`src/design/hfil_pkg.sv`:
```
// package: register map, field layout and sizes of the frame buffer and event logic
package hfil_pkg;
  localparam int          ADDR_W          = 8;
  localparam int          DATA_W          = 32;
  localparam int          TX_DEPTH        = 64;
  localparam int          RX_DEPTH        = 64;
  localparam int          PTR_W           = 6;
  localparam int          CNT_W           = 7;
  // register byte addresses (word index times four)
  localparam logic [7:0]  TXWIN_LO        = 8'h00;
  localparam logic [7:0]  TXWIN_HI        = 8'h1F;
  localparam logic [7:0]  REG_STATUS      = 8'h80;
  localparam logic [7:0]  REG_MASK        = 8'h84;
  localparam logic [7:0]  REG_CMD         = 8'h88;
  localparam logic [7:0]  REG_EXMODE      = 8'h8C;
  localparam logic [7:0]  REG_RXDATA      = 8'h90;
  localparam logic [7:0]  REG_RBC_LOW     = 8'h94;
  localparam logic [7:0]  REG_RBC_HIGH    = 8'h98;
  localparam logic [7:0]  REG_STATE       = 8'h9C;
  // event bit positions
  localparam int          EV_RME          = 7;
  localparam int          EV_RPF          = 6;
  localparam int          EV_RFO          = 5;
  localparam int          EV_XPR          = 4;
  localparam int          EV_XMR          = 3;
  localparam int          EV_XDU          = 2;
  localparam logic [7:0]  EV_USED         = 8'hFC;
  localparam logic [7:0]  STATUS_RESET    = 8'h10;
  localparam logic [7:0]  MASK_RESET      = 8'hFC;
  // command bits
  localparam int          CMD_RMC         = 7;
  localparam int          CMD_RRES        = 6;
  localparam int          CMD_XTF         = 3;
  localparam int          CMD_XME         = 1;
  localparam int          CMD_XRES        = 0;
  // extended mode bits
  localparam int          EXM_TX_BLOCK_SIZE_SEL        = 7;
  localparam int          EXM_RX_BLOCK_SIZE_SEL_HI     = 6;
  localparam int          EXM_RX_BLOCK_SIZE_SEL_LO     = 5;
  localparam int          EXM_EXT_TRANSP  = 0;
  localparam logic [CNT_W-1:0] BLK_32     = 7'd32;
  localparam logic [CNT_W-1:0] BLK_16     = 7'd16;
  localparam logic [CNT_W-1:0] BLK_8      = 7'd8;
  localparam logic [CNT_W-1:0] BLK_4      = 7'd4;
  localparam logic [3:0]  ABORT_ONES      = 4'd7;
  typedef enum logic [1:0] {
    HFIL_TX_IDLE  = 2'b00,
    HFIL_TX_SEND  = 2'b01,
    HFIL_TX_CLOSE = 2'b10,
    HFIL_TX_ABORT = 2'b11
  } hfil_tx_state_t;
endpackage : hfil_pkg

```
`src/design/hfil_top.sv`:
```
// frame buffer and event logic: transmit and receive pools behind an Avalon-MM slave
// How it works
// - each write inside the transmit window with byte enable 0 set, unless the pool is full, goes to the slot of an internal pointer that then steps by one.
// - receive message end rises for a short frame or the last part of a long one, data readable.
// - receive pool full rises when one block of a still incomplete long frame is stored.
// - a frame that finds the receive pool occupied is dropped from that byte to its end and overflow rises.
// - after a transmit command, pool ready rises once a full block of space is free mid frame.
// - with transparent and end commands together, pool ready rises only after the frame is sent.
// - a collision after the 16th or 32nd data byte raises transmit message repeat.
// - an empty pool inside an unfinished frame aborts it with seven ones and raises underrun.
// - after message end the received byte count stands in the low and high byte count registers.
// - the host sets message end after the last block; unless extended transparent mode is on, the frame then gets checksum and flag.
// - the host sets message complete after reading a block; the device then frees that space.
// - a masked status bit reads zero, stays pending and shows once unmasked.
// - the transmit block size bit picks 32 bytes at zero and 16 bytes at one.
//
// The implementer's own choice: register access over Avalon-MM.
module hfil_top
  import hfil_pkg::*;
(
  input  wire logic                   mclk_i,
  input  wire logic                   rst_i,
  input  wire logic [hfil_pkg::ADDR_W-1:0] avs_address_i,
  input  wire logic                   avs_read_i,
  input  wire logic                   avs_write_i,
  input  wire logic [hfil_pkg::DATA_W-1:0] avs_writedata_i,
  input  wire logic [3:0]             avs_byteenable_i,
  output logic [hfil_pkg::DATA_W-1:0] avs_readdata_o,
  output logic                        avs_waitrequest_o,
  output logic                        irq_o,
  output logic [7:0]                  ser_tx_byte_o,
  output logic                        ser_tx_valid_o,
  output logic                        ser_tx_abort_o,
  output logic                        ser_tx_close_o,
  input  wire logic                   ser_tx_ready_i,
  input  wire logic                   ser_collision_i,
  input  wire logic [7:0]             ser_rx_byte_i,
  input  wire logic                   ser_rx_valid_i,
  input  wire logic                   ser_rx_end_i
);
  import hfil_pkg::*;

  function automatic logic [CNT_W-1:0] rx_blk(input logic [1:0] sel);
    case (sel)
      2'b00:   rx_blk = BLK_32;
      2'b01:   rx_blk = BLK_16;
      2'b10:   rx_blk = BLK_8;
      default: rx_blk = BLK_4;
    endcase
  endfunction : rx_blk

  ////////////////////////////////////////////////////////////////////////
  // bus decode: one cycle of wait, answer on the second edge
  logic        ack_q;
  logic [31:0] rdata_q;
  logic        req;
  logic        wr_acc;
  logic        rd_acc;
  logic        hit_win;
  logic        hit_cmd;
  logic        hit_exm;
  logic        hit_mask;
  logic        hit_stat;
  logic        hit_rxd;
  assign req      = (avs_read_i || avs_write_i) && !ack_q;
  assign avs_waitrequest_o = req;
  assign wr_acc   = avs_write_i && ack_q && avs_byteenable_i[0];
  assign rd_acc   = avs_read_i && !ack_q;
  assign hit_win  = (avs_address_i >= TXWIN_LO) && (avs_address_i <= TXWIN_HI);
  assign hit_cmd  = avs_address_i == REG_CMD;
  assign hit_exm  = avs_address_i == REG_EXMODE;
  assign hit_mask = avs_address_i == REG_MASK;
  assign hit_stat = avs_address_i == REG_STATUS;
  assign hit_rxd  = avs_address_i == REG_RXDATA;

  logic [7:0] wb;
  assign wb = avs_writedata_i[7:0];

  ////////////////////////////////////////////////////////////////////////
  // configuration and commands
  logic [7:0] exm_q;
  logic       cmd_xtf;
  logic       cmd_xme;
  logic       cmd_xres;
  logic       cmd_rmc;
  logic       cmd_rres;
  logic       tx_cmd;
  assign cmd_xtf  = wr_acc && hit_cmd && wb[CMD_XTF];
  assign cmd_xme  = wr_acc && hit_cmd && wb[CMD_XME];
  assign cmd_xres = wr_acc && hit_cmd && wb[CMD_XRES];
  assign cmd_rmc  = wr_acc && hit_cmd && wb[CMD_RMC];
  assign cmd_rres = wr_acc && hit_cmd && wb[CMD_RRES];
  assign tx_cmd   = cmd_xtf || cmd_xme || cmd_xres;

  // block sizes latch on the matching command
  logic [CNT_W-1:0] txblk_q;
  logic [CNT_W-1:0] rxblk_q;
  always_ff @(posedge mclk_i) begin
    if (rst_i) begin
      exm_q   <= 8'h00;
      txblk_q <= BLK_32;
      rxblk_q <= BLK_32;
    end else begin
      if (wr_acc && hit_exm) begin
        exm_q <= wb;
      end
      if (tx_cmd) begin
        txblk_q <= exm_q[EXM_TX_BLOCK_SIZE_SEL] ? BLK_16 : BLK_32;
      end
      if (cmd_rmc || cmd_rres) begin
        rxblk_q <= rx_blk(exm_q[EXM_RX_BLOCK_SIZE_SEL_HI:EXM_RX_BLOCK_SIZE_SEL_LO]);
      end
    end
  end

  ////////////////////////////////////////////////////////////////////////
  // transmit pool: write pointer, read pointer, fill count
  logic [7:0]       txmem_q [TX_DEPTH];
  logic [PTR_W-1:0] txw_q;
  logic [PTR_W-1:0] txr_q;
  logic [CNT_W-1:0] txcnt_q;
  logic [CNT_W-1:0] txsent_q;
  logic             tx_push;
  logic             tx_pop;
  logic             tx_end_q;
  logic             tx_last_q;
  logic             tx_go_q;
  logic             xpr_wait_q;
  logic [3:0]       ones_q;
  hfil_tx_state_t   txst_q;
  assign tx_push = wr_acc && hit_win && (txcnt_q < TX_DEPTH[CNT_W-1:0]);
  assign tx_pop  = (txst_q == HFIL_TX_SEND) && tx_go_q && (txcnt_q != '0) && ser_tx_ready_i;

  // window writes land in the pointed slot, then step
  always_ff @(posedge mclk_i) begin
    if (tx_push) begin
      txmem_q[txw_q] <= wb;
    end
  end

  logic tx_free_blk;
  logic tx_underrun;
  logic tx_done;
  logic xmr_ev;
  logic tx_xpr;
  assign tx_free_blk = (TX_DEPTH[CNT_W-1:0] - txcnt_q) >= txblk_q;
  assign tx_underrun = (txst_q == HFIL_TX_SEND) && tx_go_q && (txcnt_q == '0) && !tx_end_q;
  assign tx_done     = (txst_q == HFIL_TX_CLOSE) && ser_tx_ready_i;
  assign xmr_ev      = (txst_q == HFIL_TX_SEND) && ser_collision_i && (txsent_q >= txblk_q);
  // mid frame a free block signals ready; xtf with xme waits for the end
  assign tx_xpr = (xpr_wait_q && !tx_last_q && tx_free_blk) || tx_done;

  always_ff @(posedge mclk_i) begin
    if (rst_i || cmd_xres) begin
      txw_q      <= '0;
      txr_q      <= '0;
      txcnt_q    <= '0;
      txsent_q   <= '0;
      tx_end_q   <= 1'b0;
      tx_last_q  <= 1'b0;
      tx_go_q    <= 1'b0;
      xpr_wait_q <= 1'b0;
      ones_q     <= '0;
      txst_q     <= HFIL_TX_IDLE;
    end else begin
      if (tx_push) begin
        txw_q <= txw_q + 1'b1;
      end
      if (tx_pop) begin
        txr_q    <= txr_q + 1'b1;
        txsent_q <= (txsent_q == 7'd127) ? txsent_q : txsent_q + 1'b1;
      end
      txcnt_q <= txcnt_q + {6'd0, tx_push} - {6'd0, tx_pop};
      if (cmd_xtf || cmd_xme) begin
        tx_go_q    <= 1'b1;
        xpr_wait_q <= 1'b1;
        tx_end_q   <= tx_end_q || cmd_xme;
        tx_last_q  <= cmd_xtf && cmd_xme;
      end else if (tx_xpr) begin
        xpr_wait_q <= 1'b0;
      end
      unique case (txst_q)
        HFIL_TX_IDLE: begin
          if (cmd_xtf) begin
            txst_q   <= HFIL_TX_SEND;
            txsent_q <= '0;
          end
        end
        HFIL_TX_SEND: begin
          if (tx_underrun) begin
            txst_q <= HFIL_TX_ABORT;
            ones_q <= '0;
          end else if (tx_end_q && txcnt_q == '0) begin
            txst_q <= HFIL_TX_CLOSE;
          end else if (xmr_ev) begin
            txst_q <= HFIL_TX_IDLE;
          end
        end
        HFIL_TX_CLOSE: begin
          if (ser_tx_ready_i) begin
            txst_q   <= HFIL_TX_IDLE;
            tx_end_q <= 1'b0;
            tx_go_q  <= 1'b0;
          end
        end
        HFIL_TX_ABORT: begin
          if (ser_tx_ready_i) begin
            ones_q <= ones_q + 1'b1;
            if (ones_q == ABORT_ONES - 4'd1) begin
              txst_q  <= HFIL_TX_IDLE;
              tx_go_q <= 1'b0;
            end
          end
        end
      endcase
    end
  end

  // serial side outputs from flip-flops
  always_ff @(posedge mclk_i) begin
    if (rst_i) begin
      ser_tx_byte_o  <= 8'h00;
      ser_tx_valid_o <= 1'b0;
      ser_tx_abort_o <= 1'b0;
      ser_tx_close_o <= 1'b0;
    end else begin
      ser_tx_valid_o <= tx_pop;
      if (tx_pop) begin
        ser_tx_byte_o <= txmem_q[txr_q];
      end
      ser_tx_abort_o <= (txst_q == HFIL_TX_ABORT) && ser_tx_ready_i;
      ser_tx_close_o <= tx_done && !exm_q[EXM_EXT_TRANSP];
    end
  end

  ////////////////////////////////////////////////////////////////////////
  // receive pool: one frame's blocks, freed by message complete
  logic [7:0]       rxmem_q [RX_DEPTH];
  logic [PTR_W-1:0] rxw_q;
  logic [PTR_W-1:0] rxr_q;
  logic [CNT_W-1:0] rxcnt_q;
  logic [CNT_W-1:0] blkcnt_q;
  logic [15:0]      frame_len_q;
  logic [15:0]      rbc_q;
  logic             held_q;
  logic             drop_q;
  logic             rx_store;
  logic             blk_full;
  logic             rme_ev;
  logic             rpf_ev;
  logic             rfo_ev;
  logic             rx_pop;
  assign rx_store = ser_rx_valid_i && !drop_q && !held_q;
  assign blk_full = rx_store && (blkcnt_q + 1'b1 == rxblk_q) && !ser_rx_end_i;
  assign rpf_ev   = blk_full;
  assign rme_ev   = ser_rx_end_i && !drop_q && !(held_q && ser_rx_valid_i);
  assign rfo_ev   = ser_rx_valid_i && held_q && !drop_q;
  assign rx_pop   = avs_read_i && ack_q && hit_rxd && (rxcnt_q != '0);

  always_ff @(posedge mclk_i) begin
    if (rx_store) begin
      rxmem_q[rxw_q] <= ser_rx_byte_i;
    end
  end

  always_ff @(posedge mclk_i) begin
    if (rst_i || cmd_rres) begin
      rxw_q       <= '0;
      rxr_q       <= '0;
      rxcnt_q     <= '0;
      blkcnt_q    <= '0;
      frame_len_q <= '0;
      rbc_q       <= '0;
      held_q      <= 1'b0;
      drop_q      <= 1'b0;
    end else begin
      if (rx_store) begin
        rxw_q       <= rxw_q + 1'b1;
        blkcnt_q    <= blk_full ? '0 : blkcnt_q + 1'b1;
        frame_len_q <= frame_len_q + 16'd1;
      end
      if (rx_pop) begin
        rxr_q <= rxr_q + 1'b1;
      end
      // the held block stays until the host confirms it
      if (cmd_rmc) begin
        rxcnt_q <= '0;
        rxr_q   <= rxw_q;
        held_q  <= 1'b0;
      end else begin
        rxcnt_q <= rxcnt_q + {6'd0, rx_store} - {6'd0, rx_pop};
        if (blk_full || rme_ev) begin
          held_q <= 1'b1;
        end
      end
      if (rfo_ev) begin
        drop_q <= 1'b1;
      end
      if (ser_rx_end_i) begin
        drop_q      <= 1'b0;
        frame_len_q <= '0;
        blkcnt_q    <= '0;
        if (rme_ev) begin
          rbc_q <= frame_len_q + {15'd0, rx_store};
        end
      end
    end
  end

  ////////////////////////////////////////////////////////////////////////
  // events, mask and interrupt
  logic [7:0] ev_set;
  logic [7:0] ev_clr;
  logic [7:0] stat_view;
  logic [7:0] mask_view;
  always_comb begin
    ev_set         = 8'h00;
    ev_set[EV_RME] = rme_ev;
    ev_set[EV_RPF] = rpf_ev;
    ev_set[EV_RFO] = rfo_ev;
    ev_set[EV_XPR] = tx_xpr;
    ev_set[EV_XMR] = xmr_ev;
    ev_set[EV_XDU] = tx_underrun;
  end
  assign ev_clr = (wr_acc && hit_stat) ? wb : 8'h00;

  hfil_event_regs u_events (
    .mclk_i        (mclk_i),
    .rst_i         (rst_i),
    .set_i         (ev_set),
    .clear_i       (ev_clr),
    .mask_we_i     (wr_acc && hit_mask),
    .mask_wdata_i  (wb),
    .status_view_o (stat_view),
    .mask_o        (mask_view),
    .irq_o         (irq_o)
  );

  ////////////////////////////////////////////////////////////////////////
  // read mux and answer
  logic [31:0] rmux;
  always_comb begin
    rmux = 32'h0000_0000;
    unique case (avs_address_i)
      REG_STATUS:   rmux[7:0] = stat_view;
      REG_MASK:     rmux[7:0] = mask_view;
      REG_EXMODE:   rmux[7:0] = exm_q;
      REG_RXDATA:   rmux[7:0] = rxmem_q[rxr_q];
      REG_RBC_LOW:  rmux[7:0] = rbc_q[7:0];
      REG_RBC_HIGH: rmux[7:0] = rbc_q[15:8];
      REG_STATE:    rmux[7:0] = {(txst_q != HFIL_TX_IDLE), held_q, 4'h0, txst_q};
      default:      rmux = 32'h0000_0000;
    endcase
  end

  always_ff @(posedge mclk_i) begin
    if (rst_i) begin
      ack_q   <= 1'b0;
      rdata_q <= 32'h0000_0000;
    end else begin
      ack_q <= req;
      if (rd_acc) begin
        rdata_q <= rmux;
      end
    end
  end
  assign avs_readdata_o = rdata_q;

  AST_PTR_STEP: assert property (@(posedge mclk_i) disable iff (rst_i || cmd_xres)
    tx_push |=> txw_q == $past(txw_q) + 1'b1)
    else $error("transmit pointer did not step");
  AST_UNDERRUN_ABORT: assert property (@(posedge mclk_i) disable iff (rst_i)
    (tx_underrun && !cmd_xres) |=> txst_q == HFIL_TX_ABORT)
    else $error("underrun without abort");
  AST_RFO_DROP: assert property (@(posedge mclk_i) disable iff (rst_i)
    (rfo_ev && !ser_rx_end_i && !cmd_rres) |=> drop_q)
    else $error("overflow frame not dropped");
  AST_RPF_HOLD: assert property (@(posedge mclk_i) disable iff (rst_i)
    (rpf_ev && !cmd_rmc && !cmd_rres) |=> held_q && !rx_store)
    else $error("pool full did not hold the block");
  AST_BLK_SIZE: assert property (@(posedge mclk_i) disable iff (rst_i)
    (tx_cmd && exm_q[EXM_TX_BLOCK_SIZE_SEL]) |=> txblk_q == BLK_16)
    else $error("block size select ignored");
  AST_XPR_LAST: assert property (@(posedge mclk_i) disable iff (rst_i)
    (tx_xpr && tx_last_q) |-> tx_done)
    else $error("ready before frame end");
  AST_RBC: assert property (@(posedge mclk_i) disable iff (rst_i)
    (rme_ev && !cmd_rres) |=> rbc_q == $past(frame_len_q) + {15'd0, $past(rx_store)})
    else $error("byte count wrong");
  AST_RMC_FREE: assert property (@(posedge mclk_i) disable iff (rst_i)
    (cmd_rmc && !cmd_rres) |=> !held_q && rxcnt_q == '0)
    else $error("message complete did not free");
  AST_WAIT_ONE: assert property (@(posedge mclk_i) disable iff (rst_i)
    req |=> !avs_waitrequest_o)
    else $error("waitrequest longer than one cycle");
endmodule : hfil_top

```
`src/design/hfil_event_regs.sv`:
```
// sticky event status with write-one-to-clear, mask and interrupt output
module hfil_event_regs
  import hfil_pkg::*;
(
  input  wire logic       mclk_i,
  input  wire logic       rst_i,
  input  wire logic [7:0] set_i,
  input  wire logic [7:0] clear_i,
  input  wire logic       mask_we_i,
  input  wire logic [7:0] mask_wdata_i,
  output logic [7:0]      status_view_o,
  output logic [7:0]      mask_o,
  output logic            irq_o
);
  logic [7:0] pend_q;
  logic [7:0] pend_d;
  logic [7:0] mask_q;

  // set wins over clear in the same cycle
  assign pend_d = ((pend_q & ~clear_i) | set_i) & EV_USED;

  ////////////////////////////////////////////////////////////////////////
  // pending and mask storage
  always_ff @(posedge mclk_i) begin
    if (rst_i) begin
      pend_q <= STATUS_RESET;
      mask_q <= MASK_RESET;
    end else begin
      pend_q <= pend_d;
      if (mask_we_i) begin
        mask_q <= mask_wdata_i & EV_USED;
      end
    end
  end

  // masked bits read as zero yet stay pending
  assign status_view_o = pend_q & ~mask_q;
  assign mask_o        = mask_q;
  assign irq_o         = |(pend_q & ~mask_q);

  AST_MASK_HIDES: assert property (@(posedge mclk_i) disable iff (rst_i)
    (pend_q[EV_RME] && mask_q[EV_RME]) |-> !status_view_o[EV_RME])
    else $error("masked event is visible");
  AST_IRQ_LEVEL: assert property (@(posedge mclk_i) disable iff (rst_i)
    ((pend_q & ~mask_q) != 8'h00) |-> irq_o)
    else $error("irq low with unmasked event");
  AST_SET_WINS: assert property (@(posedge mclk_i) disable iff (rst_i)
    (set_i[EV_XPR] && clear_i[EV_XPR]) |=> pend_q[EV_XPR])
    else $error("event lost during clear");
endmodule : hfil_event_regs

```
`config.mk`:
```
export PLATFORM = sky130hd
export DESIGN_NAME = hfil_top
export DESIGN_NICKNAME = d
export VERILOG_FILES = /design/src/design/hfil_pkg.sv /design/src/design/hfil_top.sv /design/src/design/hfil_event_regs.sv
export SDC_FILE = /design/constraint.sdc
export NUM_CORES = 1
export LEC_CHECK = 0
export BUFFER_PORTS_ARGS = -buffer_cell sky130_fd_sc_hd__buf_2
export CAP_MARGIN = 5
export CORE_MARGIN = 2
export CORE_UTILIZATION = 40
export DETAILED_ROUTE_END_ITERATION = 16
export PLACE_DENSITY = 0.66
export SYNTH_ARGS = -nofsm -noshare
export SYNTH_HDL_FRONTEND = slang
export SYNTH_HIERARCHICAL = 1
export SYNTH_SLANG_ARGS = --single-unit
```
`constraint.sdc`:
```
create_clock -name mclk_i -period 4 [get_ports mclk_i]
set_input_delay 0.6 -clock mclk_i [delete_from_list [all_inputs] [get_ports mclk_i]]
set_output_delay 0.6 -clock mclk_i [all_outputs]
set_load 0.005 [all_outputs]
```
# Word-level counts from Yosys, hierarchy flattened
# Memory sizes are Yosys's and may differ from the RTL's. A register that Yosys moved wholly into a read port is not among the register bits.
# Cells that the tools add are included.
# totals
register_bits,144
latch_bits,0
mem_bits_rw,1024
romBits,0
inputBits,60
out_inout_bits,45
wordCells,188
n_memories,2
# memory_table
memory,depth,word_bits,read_ports,rd_clocked_by_memory_dff,wr,line,rtl
rxmem_q,64,8,1,1,1,hfil_top.sv:238,logic [7:0] rxmem_q [RX_DEPTH];
txmem_q,64,8,1,1,1,hfil_top.sv:118,logic [7:0] txmem_q [TX_DEPTH];
# op_classes
add_sub_neg,14
multipliers,0
div_mod_pow,0
order_cmp,5
n_eq_ne,22
n_shift,0
muxes,38
bitwise,5
n_reduce_logical,73
# op_table
cell,count
"8-bit equality test, second input constant",8
8-bit one-hot mux with 7 select lines,1
1-bit logical AND,41
7-bit two-way mux,5
6-bit two-way mux,5
"6-bit by 1-bit adder with 6-bit output, second input constant",4
6-bit one-hot mux with 3 select lines,1
16-bit by 1-bit adder with 16-bit output,1
"16-bit by 1-bit adder with 16-bit output, second input constant",1
8-bit AND,2
8-bit NOT,2
7-bit by 1-bit adder with 7-bit output,2
"7-bit by 1-bit adder with 7-bit output, second input constant",2
7-bit >= comparator,2
2-bit two-way mux,7
7-bit nonzero test,2
7-bit by 1-bit subtractor with 7-bit output,2
1-bit two-way mux,13
"2-bit != test, second input constant",5
1-bit logical OR,9
"8-bit by 1-bit >= comparator with 1-bit output, second input constant",1
"8-bit by 5-bit <= comparator with 1-bit output, second input constant",1
1-bit zero test,8
4-bit two-way mux,2
22 further kinds,30

# Depth between registers and ports, before layout
# logic_depth
word_depth,9
mapped_depth,18

# By module
# Netlist, hierarchy kept.
# by_module_without_submodules
mod,n_inst,cells_per_inst,area_per_inst_um2,seq_area_each_um2
hfil_top,1,2618,46917.5,33472.1
hfil_event_regs,1,58,539.3,240.2

# Least setup slack after synthesis
# Ideal clock, no wire load.
# synth_path
kind,reg2reg
startpoint,register txcnt_q[3]
endpoint,register txcnt_q[6]
setup_ps,128
arrival_time_ps,2960
required_ps,3872
path_slack_ps,912
path_stages_with_launch,19
synth_period_minus_slack_ps,3088
path_cell_list,dfxtp_1 inv_1 ha_1 nand4bb_1 o2111ai_1 buf_2 buf_2 inv_1 ha_1 inv_1 ha_1 inv_1 fa_1 o21bai_1 a21oi_1 o21bai_1 a21oi_1 xor2_1 nor2_1
# synth_via
elab_chain_cells,4
elab_cells_between_ends,7
# synth_rtl
item,line,rtl
from (decl),hfil_top.sv:121,logic [CNT_W-1:0] txcnt_q;
from (signal assigned),hfil_top.sv:173,"txcnt_q <= txcnt_q + {6'd0, tx_push} - {6'd0, tx_pop};"
7-bit nonzero test,hfil_top.sv:132,assign tx_pop = (txst_q == HFIL_TX_SEND) && tx_go_q && (txcnt_q != '0) && ser_tx_ready_i;
1-bit logical AND (2 in series),hfil_top.sv:132,
named net tx_pop,hfil_top.sv:124,logic tx_pop;
7-bit by 1-bit subtractor with 7-bit output,hfil_top.sv:173,
# The timed path passes the listed nets, and every way through them passes these cells.
# A chain may end at the register's enable or synchronous reset.

# Worst setup path after layout
# layout_path
startpoint,register ack_q
endpoint,register txcnt_q[6]
# layout_via
elab_chain_cells,6
elab_cells_between_ends,9
# layout_rtl
item,line,rtl
from (decl),hfil_top.sv:54,logic ack_q;
from (signal assigned),hfil_top.sv:361,ack_q <= req;
1-bit logical AND (*) (2 in series),hfil_top.sv:67,assign wr_acc = avs_write_i && ack_q && avs_byteenable_i[0];
1-bit logical AND (2 in series),hfil_top.sv:131,assign tx_push = wr_acc && hit_win && (txcnt_q < TX_DEPTH[CNT_W-1:0]);
7-bit by 1-bit adder with 7-bit output,hfil_top.sv:173,
7-bit by 1-bit subtractor with 7-bit output,hfil_top.sv:173,
# Every way passes the cells marked *; elsewhere a longest branch is shown, timed or not.

==> results.py <==
metrics = {
    "clocking": {
        "post_cts_buffers": 0,
        "numCtsBuffers": 114,
        "clock-root-buffer": "clkbuf_16",
        "cts_tree": "yes",
        "postCtsHoldBufs": 0,
        "clk_pin_slew_worst_paths_ps": 60,
        "clock_sinks": 1172,
        "h-tree-depth": 3,
        "clock_path_buffers": 3,
        "clock_latency_ps": 720,
        "cts_resized": 0,
    },
    "sta": {
        "relSlewSlack_pct": 15.91,
        "worstMarginPinSlew_ps": 1261,
        "fin_crit_ps": 3175,
        "rsz0062_at_grt": "false",
        "max_freq_ghz": 0.3150,
        "finalHoldViolations": 0,
        "setup_viol": 0,
        "setup_tns_ps": 0,
        "slew_violations": 0,
        "fin_skew_ps": 52.53,
        "post-route-period-util_pct": 79.37,
        "timing.hold.ws_ps": 190.4,
    },
    "power_and_ir_drop": {
        "p_int_uw": 19310,
        "clkPwrFrac_pct": 42.7,
        "combPwrFrac_pct": 2.3,
        "irDropWorstVdd_v": 0.0003951,
        "p_per_area_nw_per_um2": 451.6,
        "swShare_pct": 20.60,
        "switching_power_uw": 5010,
        "sequentialPowerShare_pct": 54.9,
        "p_leak_uw": 0.01680,
    },
    "setup_path": {
        "critPathCaptureType": "register",
        "start_kind": "register",
        "path_class": "register to register",
        "ff2ff_setup_slack_ps": 830,
        "cp_max_fo": 6,
        "worstPathArrival_ps": 3770,
        "critPathRequiredTime_ps": 4600,
    },
    "detailed_routing": {
        "ant_nets": 0,
        "drc": 0,
        "vias_per_cell": 5.472,
        "wl_um": 105800,
        "vias": 24680,
        "dr.first_iter.drc_count": 2406,
        "avgRoutedWirePerCell_um": 23.46,
        "drt_pass1_iterations": 9,
    },
    "die": {
        "fp.dieW_um": 348.4,
        "rows": 126,
        "dieArea_um2": 121400,
        "ios": 105,
        "start_util_pct": 40.23,
        "die_height_um": 348.4,
        "core-area_um2": 117900,
    },
    "global_route": {
        "grt_overflow": 0,
        "grt_pass1_wl_um": 159600,
        "grt_max_degree": 65,
        "grt_pass1_vias": 24720,
        "antenna_found_initial": 5,
        "grt_usage_pct": 17.43,
    },
    "placement": {
        "io_buffers": 53,
        "place_congestion": 0.8285,
        "dp_cells": 4296,
        "dp_hpwl_um": 68030,
    },
    "hold_path": {
        "hold_path.class": "primary input to register",
    },
    "layout": {
        "final_nets": 2976,
        "drive_gt1_share_pct": 24.34,
        "areaGrowthSynthToFinish_pct": 13.52,
        "stdcell_count": 4510,
    },
    "yosys": {
        "syn_inst": 2674,
        "ys_warn_count": 6,
        "syn_area_um2": 47440,
        "syn_area_per_cell_um2": 17.74,
    },
    "flow_run": {
        "maxCapViolCount": 0,
    },
    "status": {
        "status": "finished clean",
    },
}
==> sequential cells by signal, indices dropped and copies added (netlist names), 6 cells and up, named ones only <==
name	count
rxcnt_q	7
blkcnt_q	7
rxmem_q	512
u_events/mask_o	6
rxr_q	6
u_events/pend_q	6
exm_q	8
txcnt_q	7
txr_q	6
txsent_q	7
txw_q	6
txmem_q	512
rbc_q	16
avs_readdata_o	8
frame_len_q	16
ser_tx_byte_o	8
rxw_q	6
==> power groups by stage <==
stage / Combinational (µW) / Clock [µW] / Sequential (µW)
2_1_floorplan: 295 / 0 / 13600
3_3_place_gp: 558 / 0 / 13600
3_5_place_dp: 576 / 0 / 13600
4_1_cts: 577 / 10600 / 13400
5_1_grt: 644 / 11100 / 13400
6_report: 570 / 10400 / 13400
==> placed cells by master (no fill, tap or decap), types with 18 or more instances in the layout <==
cell       instances
a22oi_1           32
buf_4            174
clkbuf_16        114
nand2_1           98
clkbuf_1          28
nand4_1           21
dfxtp_1          142
inv_1             38
a211oi_1          23
o21ai_0           25
ha_1              38
edfxtp_1        1024
mux2i_1           70
nand3_1           42
a21oi_1           54
conb_1            28
xnor2_1           23
clkinv_1          29
clkinv_2          18
mux2_2            38
nor2b_1           22
xor2_1            41
buf_2             53
nor2_1           254
mux4_2           266
and2_1            19
==> worst max-delay path, cell delays in order (launching register included) <==
cell and delay, ps:
dfxtp_1 400, nand3_1 240, nor4_1 270, buf_4 190
and2_1 220, inv_2 60, ha_1 280, inv_1 60
ha_1 150, inv_1 60, fa_1 420, o21bai_1 150
a21oi_1 120, o21bai_1 160, a21oi_1 100, xor2_1 130
nor2_1 50
==> metal layers <==
| layer | GRT usage, % | vias to the layer above | wire, µm |
|---|---|---|---|
| met5 | 0 | - | 16 |
| met4 | 4.996 | 2 | 2401 |
| met3 | 2.595 | 149 | 6533 |
| met2 | 28.22 | 823 | 51390 |
| met1 | 24.59 | 12760 | 45450 |
| li1 | - | 10940 | - |
==> metrics by stage <==
stage / cell area (µm²) / setup slack [ps] / util [%] / power (µW)
2_1_floorplan: 47540 / 912.3 / - / 13910
3_3_place_gp: 50240 / 543.2 / 42.60 / 14180
3_5_place_dp: 50240 / 517.1 / 42.60 / 14200
4_1_cts: 53850 / 756.5 / 45.67 / 24540
5_1_grt: 53850 / 497.3 / 45.67 / 25080
6_report: 53860 / 825.2 / 45.67 / 24320
==> path summary, 6_finish.rpt <==
path	startpoint	cells past startpoint	end
max	ack_q	16	txcnt_q[6]
min	ser_rx_valid_i	3	drop_q
max reg2reg	ack_q	16	txcnt_q[6]
min reg2reg	rxblk_q[4]	2	rxblk_q[4]
==> final cells by class <==
cell class	count	area, µm²
Antenna cell	4	10.01
Clock buffer	144	2985
Clock inverter	66	625.6
Fill cell	10030	64060
Inverter	41	153.9
Multi-Input combinational cell	1312	12700
Sequential cell	1172	33730
Tap cell	1536	1922
Timing Repair Buffer	235	1732
(Power assumes the default switching activity.)
